<file path="src/e1_rx_nat_map.vh">
// register offsets, field positions, reset values and frame constants
`ifndef E1_RX_NAT_MAP_VH
`define E1_RX_NAT_MAP_VH

// register offsets within one channel
`define OFS_RX_LINK_ENABLE 12'h10c
`define OFS_SS7_SUF1 12'h138
`define OFS_SS7_SUF2 12'h139
`define OFS_SS7_SUF3 12'h13a
`define OFS_NAT_BIT4 12'h13b
`define OFS_NAT_BIT5 12'h13c
`define OFS_NAT_BIT6 12'h13d
`define OFS_NAT_BIT7 12'h13e
`define OFS_NAT_BIT8 12'h13f
`define OFS_MF_COUNT 12'h140

// field positions in the receive link enable register
`define POS_BIT4_LINK_ENABLE 0
`define POS_BIT5_LINK_ENABLE 1
`define POS_BIT6_LINK_ENABLE 2
`define POS_BIT7_LINK_ENABLE 3
`define POS_BIT8_LINK_ENABLE 4

// reset values
`define RST_RX_LINK_ENABLE 5'h00
`define RST_SS7_SUF 8'h00
`define RST_NAT_BIT 8'h00
`define RST_MF_COUNT 8'h00

// multiframe layout: frame index 0..15, national bits in odd indices
`define MF_LAST_FRAME 4'hf
`define MF_FIRST_FRAME 4'h0
`define MF_ALL_SLOTS 8'hff

`endif

</file>
<file path="src/nat_bit_collector.v">
// gathers the national bits of one multiframe and flags its completion
`timescale 1ns/1ps
`default_nettype none
`include "e1_rx_nat_map.vh"

module nat_bit_collector (
    // clock and synchronised reset
    input wire clk_in,
    input wire rst_n_in,
    // per-frame national bits from the receive framer
    input wire frame_stb_in,
    input wire [3:0] frame_idx_in,
    input wire [4:0] sa_bits_in,
    // collected multiframe, Sa4 in [7:0] up to Sa8 in [39:32]
    output reg [39:0] mf_bits_out,
    output reg mf_done_out
);

    reg [39:0] work_q;
    reg [7:0] slots_q;
    reg [2:0] pos;
    integer k;

    // odd frame index n carries its bit at position 7 - n/2
    always @*
    begin
        pos = 3'h7 - frame_idx_in[3:1];
    end

    // store each odd frame in its slot; hand the whole word over after the last frame if no slot is missing
    always @(posedge clk_in or negedge rst_n_in)
    begin
        if (!rst_n_in)
        begin
            work_q <= 40'h0000000000;
            slots_q <= 8'h00;
            mf_bits_out <= 40'h0000000000;
            mf_done_out <= 1'b0;
        end
        else
        begin
            mf_done_out <= 1'b0;
            if (frame_stb_in)
            begin
                if (frame_idx_in == `MF_FIRST_FRAME)
                begin
                    slots_q <= 8'h00; // a new multiframe starts clean
                end
                else if (frame_idx_in[0])
                begin
                    for (k = 0; k < 5; k = k + 1)
                    begin
                        work_q[k*8 + pos] <= sa_bits_in[k];
                    end
                    if (frame_idx_in == `MF_LAST_FRAME &&
                        (slots_q | 8'h01) == `MF_ALL_SLOTS)
                    begin
                        mf_done_out <= 1'b1;
                        // the closing frame's bit lands in bit 0 of each byte
                        mf_bits_out <= {work_q[39:33], sa_bits_in[4],
                                        work_q[31:25], sa_bits_in[3],
                                        work_q[23:17], sa_bits_in[2],
                                        work_q[15:9], sa_bits_in[1],
                                        work_q[7:1], sa_bits_in[0]};
                        slots_q <= 8'h00;
                    end
                    else
                    begin
                        slots_q[pos] <= 1'b1;
                    end
                end
            end
        end
    end

endmodule
`default_nettype wire

</file>
<file path="src/e1_rx_national_bit_capture.v">
// receive national bit capture registers and signalling-unit field registers
//
// Contract
// - five 8-bit read-only registers hold Sa4..Sa8 bits of the latest multiframe received while that position's link enable was set.
// - captures refresh only after a whole multiframe has been received.
// - frame 1 bit goes to bit 7, frame 3 to bit 6, down to bit 0.
// - three read/write 8-bit signalling-unit field registers at consecutive offsets.
// - Sa5 capture at 0x13c, Sa7 capture at 0x13e, read-only, reset zero.
`timescale 1ns/1ps
`default_nettype none
`include "e1_rx_nat_map.vh"

module e1_rx_national_bit_capture (
    // clock and reset
    input wire core_clk_in,
    input wire arst_n_in,
    // register port
    input wire [11:0] reg_addr_in,
    input wire [7:0] reg_wdata_in,
    input wire reg_wr_in,
    input wire reg_rd_in,
    output reg [7:0] reg_rdata_out,
    // receive framer national bit stream
    input wire rx_frame_stb_in,
    input wire [3:0] rx_frame_idx_in,
    input wire [4:0] rx_sa_bits_in,
    // capture refresh indication
    output reg rx_mf_update_out
);

    reg rst_meta_q;
    reg rst_sync_q;
    reg [4:0] rx_link_enable_q;
    reg [7:0] signal_unit_field_q [0:2];
    reg [7:0] rx_nat_bit_q [0:4];
    reg [7:0] mf_count_q;
    wire [39:0] mf_bits;
    wire mf_done;
    integer i;

    // per-position receive link enables
    wire rx_nat_bit4_link_enable;
    wire rx_nat_bit5_link_enable;
    wire rx_nat_bit6_link_enable;
    wire rx_nat_bit7_link_enable;
    wire rx_nat_bit8_link_enable;
    // per-position bits of the last complete multiframe
    wire [7:0] rx_nat_bit4_value;
    wire [7:0] rx_nat_bit5_value;
    wire [7:0] rx_nat_bit6_value;
    wire [7:0] rx_nat_bit7_value;
    wire [7:0] rx_nat_bit8_value;

    // index of a national bit capture register, 7 when not one
    function [2:0] nat_index;
        input [11:0] addr;
        begin
            case (addr)
                `OFS_NAT_BIT4: nat_index = 3'h0;
                `OFS_NAT_BIT5: nat_index = 3'h1;
                `OFS_NAT_BIT6: nat_index = 3'h2;
                `OFS_NAT_BIT7: nat_index = 3'h3;
                `OFS_NAT_BIT8: nat_index = 3'h4;
                default: nat_index = 3'h7;
            endcase
        end
    endfunction

    // index of a signalling-unit field register, 3 when not one
    function [1:0] suf_index;
        input [11:0] addr;
        begin
            case (addr)
                `OFS_SS7_SUF1: suf_index = 2'h0;
                `OFS_SS7_SUF2: suf_index = 2'h1;
                `OFS_SS7_SUF3: suf_index = 2'h2;
                default: suf_index = 2'h3;
            endcase
        end
    endfunction

    // reset release through two flip-flops
    always @(posedge core_clk_in or negedge arst_n_in)
    begin
        if (!arst_n_in)
        begin
            rst_meta_q <= 1'b0;
            rst_sync_q <= 1'b0;
        end
        else
        begin
            rst_meta_q <= 1'b1;
            rst_sync_q <= rst_meta_q;
        end
    end

    // multiframe collection of the received national bits
    nat_bit_collector u_collector (
        .clk_in(core_clk_in),
        .rst_n_in(rst_sync_q),
        .frame_stb_in(rx_frame_stb_in),
        .frame_idx_in(rx_frame_idx_in),
        .sa_bits_in(rx_sa_bits_in),
        .mf_bits_out(mf_bits),
        .mf_done_out(mf_done)
    );

    // link enable bits split per national bit position
    assign rx_nat_bit4_link_enable = rx_link_enable_q[`POS_BIT4_LINK_ENABLE];
    assign rx_nat_bit5_link_enable = rx_link_enable_q[`POS_BIT5_LINK_ENABLE];
    assign rx_nat_bit6_link_enable = rx_link_enable_q[`POS_BIT6_LINK_ENABLE];
    assign rx_nat_bit7_link_enable = rx_link_enable_q[`POS_BIT7_LINK_ENABLE];
    assign rx_nat_bit8_link_enable = rx_link_enable_q[`POS_BIT8_LINK_ENABLE];

    // collected multiframe split per position, frame 1 bit on top
    assign rx_nat_bit4_value = mf_bits[7:0];
    assign rx_nat_bit5_value = mf_bits[15:8];
    assign rx_nat_bit6_value = mf_bits[23:16];
    assign rx_nat_bit7_value = mf_bits[31:24];
    assign rx_nat_bit8_value = mf_bits[39:32];

    // software writable registers
    always @(posedge core_clk_in or negedge rst_sync_q)
    begin
        if (!rst_sync_q)
        begin
            rx_link_enable_q <= `RST_RX_LINK_ENABLE;
            for (i = 0; i < 3; i = i + 1)
            begin
                signal_unit_field_q[i] <= `RST_SS7_SUF;
            end
        end
        else if (reg_wr_in)
        begin
            if (reg_addr_in == `OFS_RX_LINK_ENABLE)
            begin
                rx_link_enable_q <= reg_wdata_in[4:0];
            end
            if (suf_index(reg_addr_in) != 2'h3)
            begin
                signal_unit_field_q[suf_index(reg_addr_in)] <= reg_wdata_in;
            end
        end
    end

    // capture update once per complete multiframe, per enabled position
    always @(posedge core_clk_in or negedge rst_sync_q)
    begin
        if (!rst_sync_q)
        begin
            for (i = 0; i < 5; i = i + 1)
            begin
                rx_nat_bit_q[i] <= `RST_NAT_BIT;
            end
            mf_count_q <= `RST_MF_COUNT;
            rx_mf_update_out <= 1'b0;
        end
        else
        begin
            rx_mf_update_out <= mf_done;
            if (mf_done)
            begin
                mf_count_q <= mf_count_q + 8'h01;
                // a disabled position keeps its previous capture
                if (rx_nat_bit4_link_enable)
                begin
                    rx_nat_bit_q[0] <= rx_nat_bit4_value;
                end
                if (rx_nat_bit5_link_enable)
                begin
                    rx_nat_bit_q[1] <= rx_nat_bit5_value;
                end
                if (rx_nat_bit6_link_enable)
                begin
                    rx_nat_bit_q[2] <= rx_nat_bit6_value;
                end
                if (rx_nat_bit7_link_enable)
                begin
                    rx_nat_bit_q[3] <= rx_nat_bit7_value;
                end
                if (rx_nat_bit8_link_enable)
                begin
                    rx_nat_bit_q[4] <= rx_nat_bit8_value;
                end
            end
        end
    end

    // read data for one cycle after the strobe; reads change no state
    always @(posedge core_clk_in or negedge rst_sync_q)
    begin
        if (!rst_sync_q)
        begin
            reg_rdata_out <= 8'h00;
        end
        else if (!reg_rd_in)
        begin
            reg_rdata_out <= 8'h00;
        end
        else if (nat_index(reg_addr_in) != 3'h7)
        begin
            reg_rdata_out <= rx_nat_bit_q[nat_index(reg_addr_in)];
        end
        else if (suf_index(reg_addr_in) != 2'h3)
        begin
            reg_rdata_out <= signal_unit_field_q[suf_index(reg_addr_in)];
        end
        else if (reg_addr_in == `OFS_RX_LINK_ENABLE)
        begin
            reg_rdata_out <= {3'h0, rx_link_enable_q};
        end
        else if (reg_addr_in == `OFS_MF_COUNT)
        begin
            reg_rdata_out <= mf_count_q;
        end
        else
        begin
            reg_rdata_out <= 8'h00; // unmapped reads zero
        end
    end

endmodule
`default_nettype wire

</file>
<file path="config.mk">
export PLATFORM = sky130hd
export DESIGN_NAME = e1_rx_national_bit_capture
export DESIGN_NICKNAME = d
export VERILOG_FILES = /design/src/nat_bit_collector.v /design/src/e1_rx_national_bit_capture.v
export VERILOG_INCLUDE_DIRS = /design/src
export SDC_FILE = /design/constraint.sdc
export NUM_CORES = 1
export LEC_CHECK = 0
export BUFFER_PORTS_ARGS = -buffer_cell sky130_fd_sc_hd__buf_2
export CORE_MARGIN = 8
export CORE_UTILIZATION = 30
export DETAILED_ROUTE_END_ITERATION = 16
export PLACE_DENSITY_LB_ADDON = 0.1
export SLEW_MARGIN = 25
export SYNTH_ARGS = -nofsm -noshare
export SYNTH_HDL_FRONTEND = slang
export SYNTH_SLANG_ARGS = --single-unit
</file>
<file path="constraint.sdc">
create_clock -name core_clk_in -period 5.7 [get_ports core_clk_in]
set_input_delay 0.855 -clock core_clk_in [delete_from_list [all_inputs] [get_ports core_clk_in]]
set_output_delay 0.855 -clock core_clk_in [all_outputs]
set_load 0.005 [all_outputs]
</file>
# == Word-level counts from Yosys, hierarchy flattened ==
# Cells that the tools add are included.
# op_classes
n_addsub,6
n_lt_le_gt_ge,16
n_eq_ne,15
muxes,51
bitwise,5
reduce_logical,20
# op_table
cell,count
40-bit bitwise mux,5
32-bit by 1-bit greater-or-equal comparator with 1-bit output (second input constant),4
32-bit by 7-bit less-than comparator with 1-bit output (second input constant),4
12-bit by 9-bit equality test with 1-bit output (second input constant),10
8-bit 2-to-1 mux,13
8-bit binary-select mux with 3-bit select,1
24-bit bitwise mux,1
1-bit demux with 6-bit select,4
8-bit binary-select mux with 2-bit select,1
8-bit demux with 2-bit select,1
2-bit 2-to-1 mux,8
2-bit AND reduction,8
3-bit one-hot mux with 5 select lines,1
5-bit by 3-bit adder with 6-bit output (first input constant),2
1-bit 2-to-1 mux,10
3-bit 2-to-1 mux,3
8-bit by 1-bit adder with 8-bit output (second input constant),1
1-bit logical AND,8
8-bit OR,1
6-bit by 3-bit adder with 7-bit output (first input constant),1
7-bit equality test (second input constant),1
3-bit by 7-bit less-than comparator with 1-bit output (second input constant),1
1-bit demux with 3-bit select,2
3-bit by 1-bit greater-or-equal comparator with 1-bit output (second input constant),2
17 further kinds,20
# word_totals
register_bits,177
in_bits,34
output_inout_bits,9
word_cells,131

# == Logic depth before layout (Yosys ltp) ==
# logic_depth
word_depth,17
depth_mapped,7
depth_no_buf,5

# == By module ==
# A second synthesis with hierarchy kept.
# unflattened
cells_unflattened,528
area_unflattened_um2,7327.0
# by_module_without_submodules
mod,n_inst,cells_each,area_per_inst_um2,seq_area_each_um2
e1_rx_national_bit_capture,1,328,4146.5,2202.1
nat_bit_collector,1,200,3180.6,2077.0

# == Worst setup path before layout ==
# Ideal clock, no wire load.
# synth_path
path_type,input port to flip-flop
start,input port reg_addr_in[9]
end,register reg_rdata_out[6]
setup_time_ns,0.133
t_arrival_ns,2.461
t_required_ns,5.567
setup_slack_ns,3.105
stages,7
path_buffers,2
path_cell_list,or4b_1 -> buf_2 -> nor4_4 -> buf_6 -> a21boi_0 -> o31ai_1 -> a211oi_1
# synth_between
elab_chain_len,12
word_cells_on_any_way,35
classes_between,eq/ne: 12; mux: 21; bitwise: 2
# synth_rtl
element,line,rtl
start: declaration,e1_rx_national_bit_capture.v:18,"input wire [11:0] reg_addr_in,"
12-bit by 9-bit equality test with 1-bit output,e1_rx_national_bit_capture.v:73,case (addr)
2-bit one-hot mux with 3 select lines,e1_rx_national_bit_capture.v:73,
2-bit 2-to-1 mux,e1_rx_national_bit_capture.v:204,else if (suf_index(reg_addr_in) != 2'h3)
2-bit 2-to-1 mux,e1_rx_national_bit_capture.v:200,else if (nat_index(reg_addr_in) != 3'h7)
2-bit 2-to-1 mux,e1_rx_national_bit_capture.v:196,else if (!reg_rd_in)
2-bit NOT with 3-bit output (not written as such),e1_rx_national_bit_capture.v:206,reg_rdata_out <= signal_unit_field_q[suf_index(reg_addr_in)];
8-bit binary-select mux with 2-bit select,e1_rx_national_bit_capture.v:206,
8-bit 2-to-1 mux (not written as such) (2 in series),e1_rx_national_bit_capture.v:206,
8-bit 2-to-1 mux,e1_rx_national_bit_capture.v:204,
8-bit 2-to-1 mux (*),e1_rx_national_bit_capture.v:200,
8-bit 2-to-1 mux (*),e1_rx_national_bit_capture.v:196,
end signal: assignment,e1_rx_national_bit_capture.v:202,reg_rdata_out <= rx_nat_bit_q[nat_index(reg_addr_in)];
end signal: assignment,e1_rx_national_bit_capture.v:206,
end signal: assignment,e1_rx_national_bit_capture.v:210,"reg_rdata_out <= {3'h0, rx_link_enable_q};"
end: declaration,e1_rx_national_bit_capture.v:22,"output reg [7:0] reg_rdata_out,"
# Every way passes the cells marked *; elsewhere a longest branch is shown, timed or not. The select of a mux whose other input is x is not followed.
# A chain may end at the register's enable or synchronous reset.

# == Worst setup path after layout ==
# Same ends and word-level chain as after synthesis.

==> flow_summary.ini <==
[run_status]
status = finished clean

[routing]
drc = 0
via_count = 4718
vias_per_cell = 4.73
wl_um = 17700
wire_per_inst_um = 17.8
firstDrtPassIters = 4
final_antenna_net_count = 0
drt_iter0_drc = 306

[synth]
synth_top_area_share_pct = 58.3
ys_seq_area_share_pct = 58.3
synthDistinctLibCells = 52
synth_seq_cells = 171
ys_warn_count = 0
synth_area_leaders = dfrtp_1, mux2_2, nand2_1, mux2i_1, a21oi_1
avgSynthCellArea_um2 = 11.9
synth_commonest_cells = dfrtp_1, nand2_1, mux2_2
ys.flop_type = dfrtp_1
netlist_instances = 618
yosysTopAreaCell = dfrtp_1
syn_area_mm2 = 0.00734
yosys.cell_count.top_type = dfrtp_1
syn-num-nets = 653
async_reset_ff_share_pct = 100
synth_edf_count = 0

[job]
max_cap_violations = 0

[floorplan]
die_h_um = 172
initial_core_util_pct = 30.4
die_width_um = 172
core_mm2 = 0.0242
ios = 43
num_rows = 57
die_area_mm2 = 0.0297

[global_route]
grt_antenna_before_repair = 0
grt_pass1_vias = 4995
grt.overflow.total = 0
grt_pass1_wl_um = 28600
track_usage_pct = 12.6
grt_start_max_net_pins = 71

[sta]
rsz0062_at_grt = no
final_max_slew_viol_count = 0
max_slew.worst_pin.slew_ns = 1.03
layout_min_cycle_time_ns = 2.99
setup_violations = 0
slew_headroom_pct = 31.3
fin_tns_setup_ns = 0
period_share_pct = 52.5
hold_viol_final = 0
fmax_mhz = 334
finClkSkew_ns = 0.00833

[power]
p_sw_share_pct = 23.1
clkPwrFrac_pct = 44.2
vdd_drop_max_v = 0.000128
total_leakage_power_uw = 0.00420
intPower_uw = 2030
seqPwrFrac_pct = 50.4
power_density_mw_per_mm2 = 310
pwr-share-comb_pct = 5.4
p_switching_uw = 609

[layout]
antenna_cells = 0
area_growth_syn_to_layout_pct = 15.8
register_area_mm2 = 0.00428
drive_gt1_share_pct = 30.1
num-fill-cells = 2447
fin_nets = 696
finalNonFillerCells = 998
multi_input_area_mm2 = 0.00292
finish.instance_area_mm2 = 0.00851

[clock_tree]
cts_max_level = 4
cts_hold_buf = 0
clk_path_buf_depth = 2
cts-resized-gates = 0
cts_root_buf = clkbuf_16
clkLatencyLatePin_ns = 0.42
clock-sinks = 171
post-cts-setup-buffer-count = 0
cts_buffers = 17
clk_pin_slew_worst_paths_ns = 0.07
cts_tree = yes

[critical_path]
start_kind = primary input
timing.rr.end = signal_unit_field_q[13]$_DFFE_PN0P_
worst_setup_path_end_kind = flop
path_max_fanout = 19
r2r_slack_ns = 3.92
crit_slowest_cell = nor4_4
cp.arrival_ns = 3.27
reg2reg_depth = 1
r2r_start = rst_sync_q$_DFF_PN0_
cpPeakStageDelay_ns = 0.79
required_ns = 5.98
crit_chain = buf_2, or4b_1, nor4_4, a21boi_0, o31ai_1, a211oi_1
crit_type = primary input to flop

[placed_design]
placed_area_mm2 = 0.00791
dp.cells = 966
gp_congestion = 0.766
hpwl_um = 12700
port_buffers = 42

[worst_hold_path]
holdCritPathClass = primary input to asynchronous set/reset pin
## cell families (layout without fill, tap and decap cells)
logic type      after synthesis  count (layout)  share of synthesized area (%)
buf+inv                      35              91                           2.10
compound gates               83              83                           7.55
other cells                   1               1                         0.0511
mux                         116             116                           17.6
flops                       171             171                           58.3
fa+ha+maj                     1               1                          0.170
xor+xnor                      8               8                          0.954
simple gates                203             203                           13.3
## placed cells by master (no fill, tap or decap), drive strengths merged, types with 7 or more instances in the layout
cell,count
dfrtp,171
nand2,145
mux2,100
buf,51
clkbuf,20
a21oi,18
mux2i,16
a211oi,11
o21ai,11
inv,11
and3,9
a31oi,8
o31ai,8
nor2b,8
a221oi,8
a21boi,8
nor3,7
## worst max-delay path, delay by kind of cell
family / cells / cell delay (ns)
compound gates: 3 / 0.80
buf+inv: 1 / 0.09
simple gates: 2 / 1.51
## layout make-up
| cell class | instances | area share (%) |
|---|---|---|
| sequential | 171 | 50.4 |
| multi-input combinational | 412 | 34.3 |
| clock buffer | 20 | 5.37 |
| tap | 324 | 4.77 |
| timing repair buffer | 51 | 3.27 |
| clock inverter | 12 | 1.62 |
| inverter | 8 | 0.353 |
## per-layer routing
| metal | GRT usage [%] | wire, µm | vias to the layer above |
|---|---|---|---|
| li1 | - | - | 2257 |
| met1 | 17.0 | 8640 | 2373 |
| met2 | 19.9 | 8140 | 71 |
| met3 | 2.83 | 681 | 17 |
| met4 | 4.01 | 274 | 0 |
| met5 | 0 | 0 | - |
## registers in the layout (all words and copies together), names as in the netlist
name                     cells
u_collector.work_q          35
rx_mf_update_out             1
reg_rdata_out                8
u_collector.mf_done_out      1
rst_meta_q                   1
u_collector.slots_q          7
u_collector.mf_bits_out     40
rst_sync_q                   1
rx_nat_bit_q                40
rx_link_enable_q             5
signal_unit_field_q         24
mf_count_q                   8
## power by group through the flow
stage / Combinational (µW) / Sequential, µW / Clock [µW]
6_report: 142 / 1330 / 1170
5_1_grt: 159 / 1340 / 1260
4_1_cts: 145 / 1330 / 1200
3_5_place_dp: 145 / 1350 / 0
3_3_place_gp: 140 / 1350 / 0
2_1_floorplan: 89.5 / 1350 / 0
## worst max path at each step
| stage | start | to | slack [ns] |
|---|---|---|---|
| 6_report | reg_addr_in[9] | reg_rdata_out[6]$_DFF_PN0_ | 2.71 |
| 3_5_place_dp | reg_addr_in[9] | reg_rdata_out[6]$_DFF_PN0_ | 2.28 |
| 2_1_floorplan | rst_sync_q$_DFF_PN0_ | mf_count_q[0]$_DFFE_PN0P_ | 0.58 |
| 3_3_place_gp | reg_addr_in[9] | reg_rdata_out[4]$_DFF_PN0_ | 2.37 |
| 4_1_cts | reg_addr_in[9] | reg_rdata_out[6]$_DFF_PN0_ | 2.73 |
| 5_1_grt | reg_addr_in[9] | reg_rdata_out[2]$_DFF_PN0_ | 2.61 |
## stage by stage
stage / power [µW] / setup WS, ns / hold WS (ns) / utilization [%]
after floorplan: 1440 / 0.582 / 0.331 / -
after global placement: 1490 / 2.37 / 0.341 / 32.7
after detailed placement: 1500 / 2.28 / 0.336 / 32.7
after CTS: 2680 / 2.73 / 0.182 / 35.2
after global routing: 2760 / 2.61 / 0.178 / 35.2
final: 2640 / 2.71 / 0.200 / 35.2
Note: power is estimated with default switching activity, not from simulation.
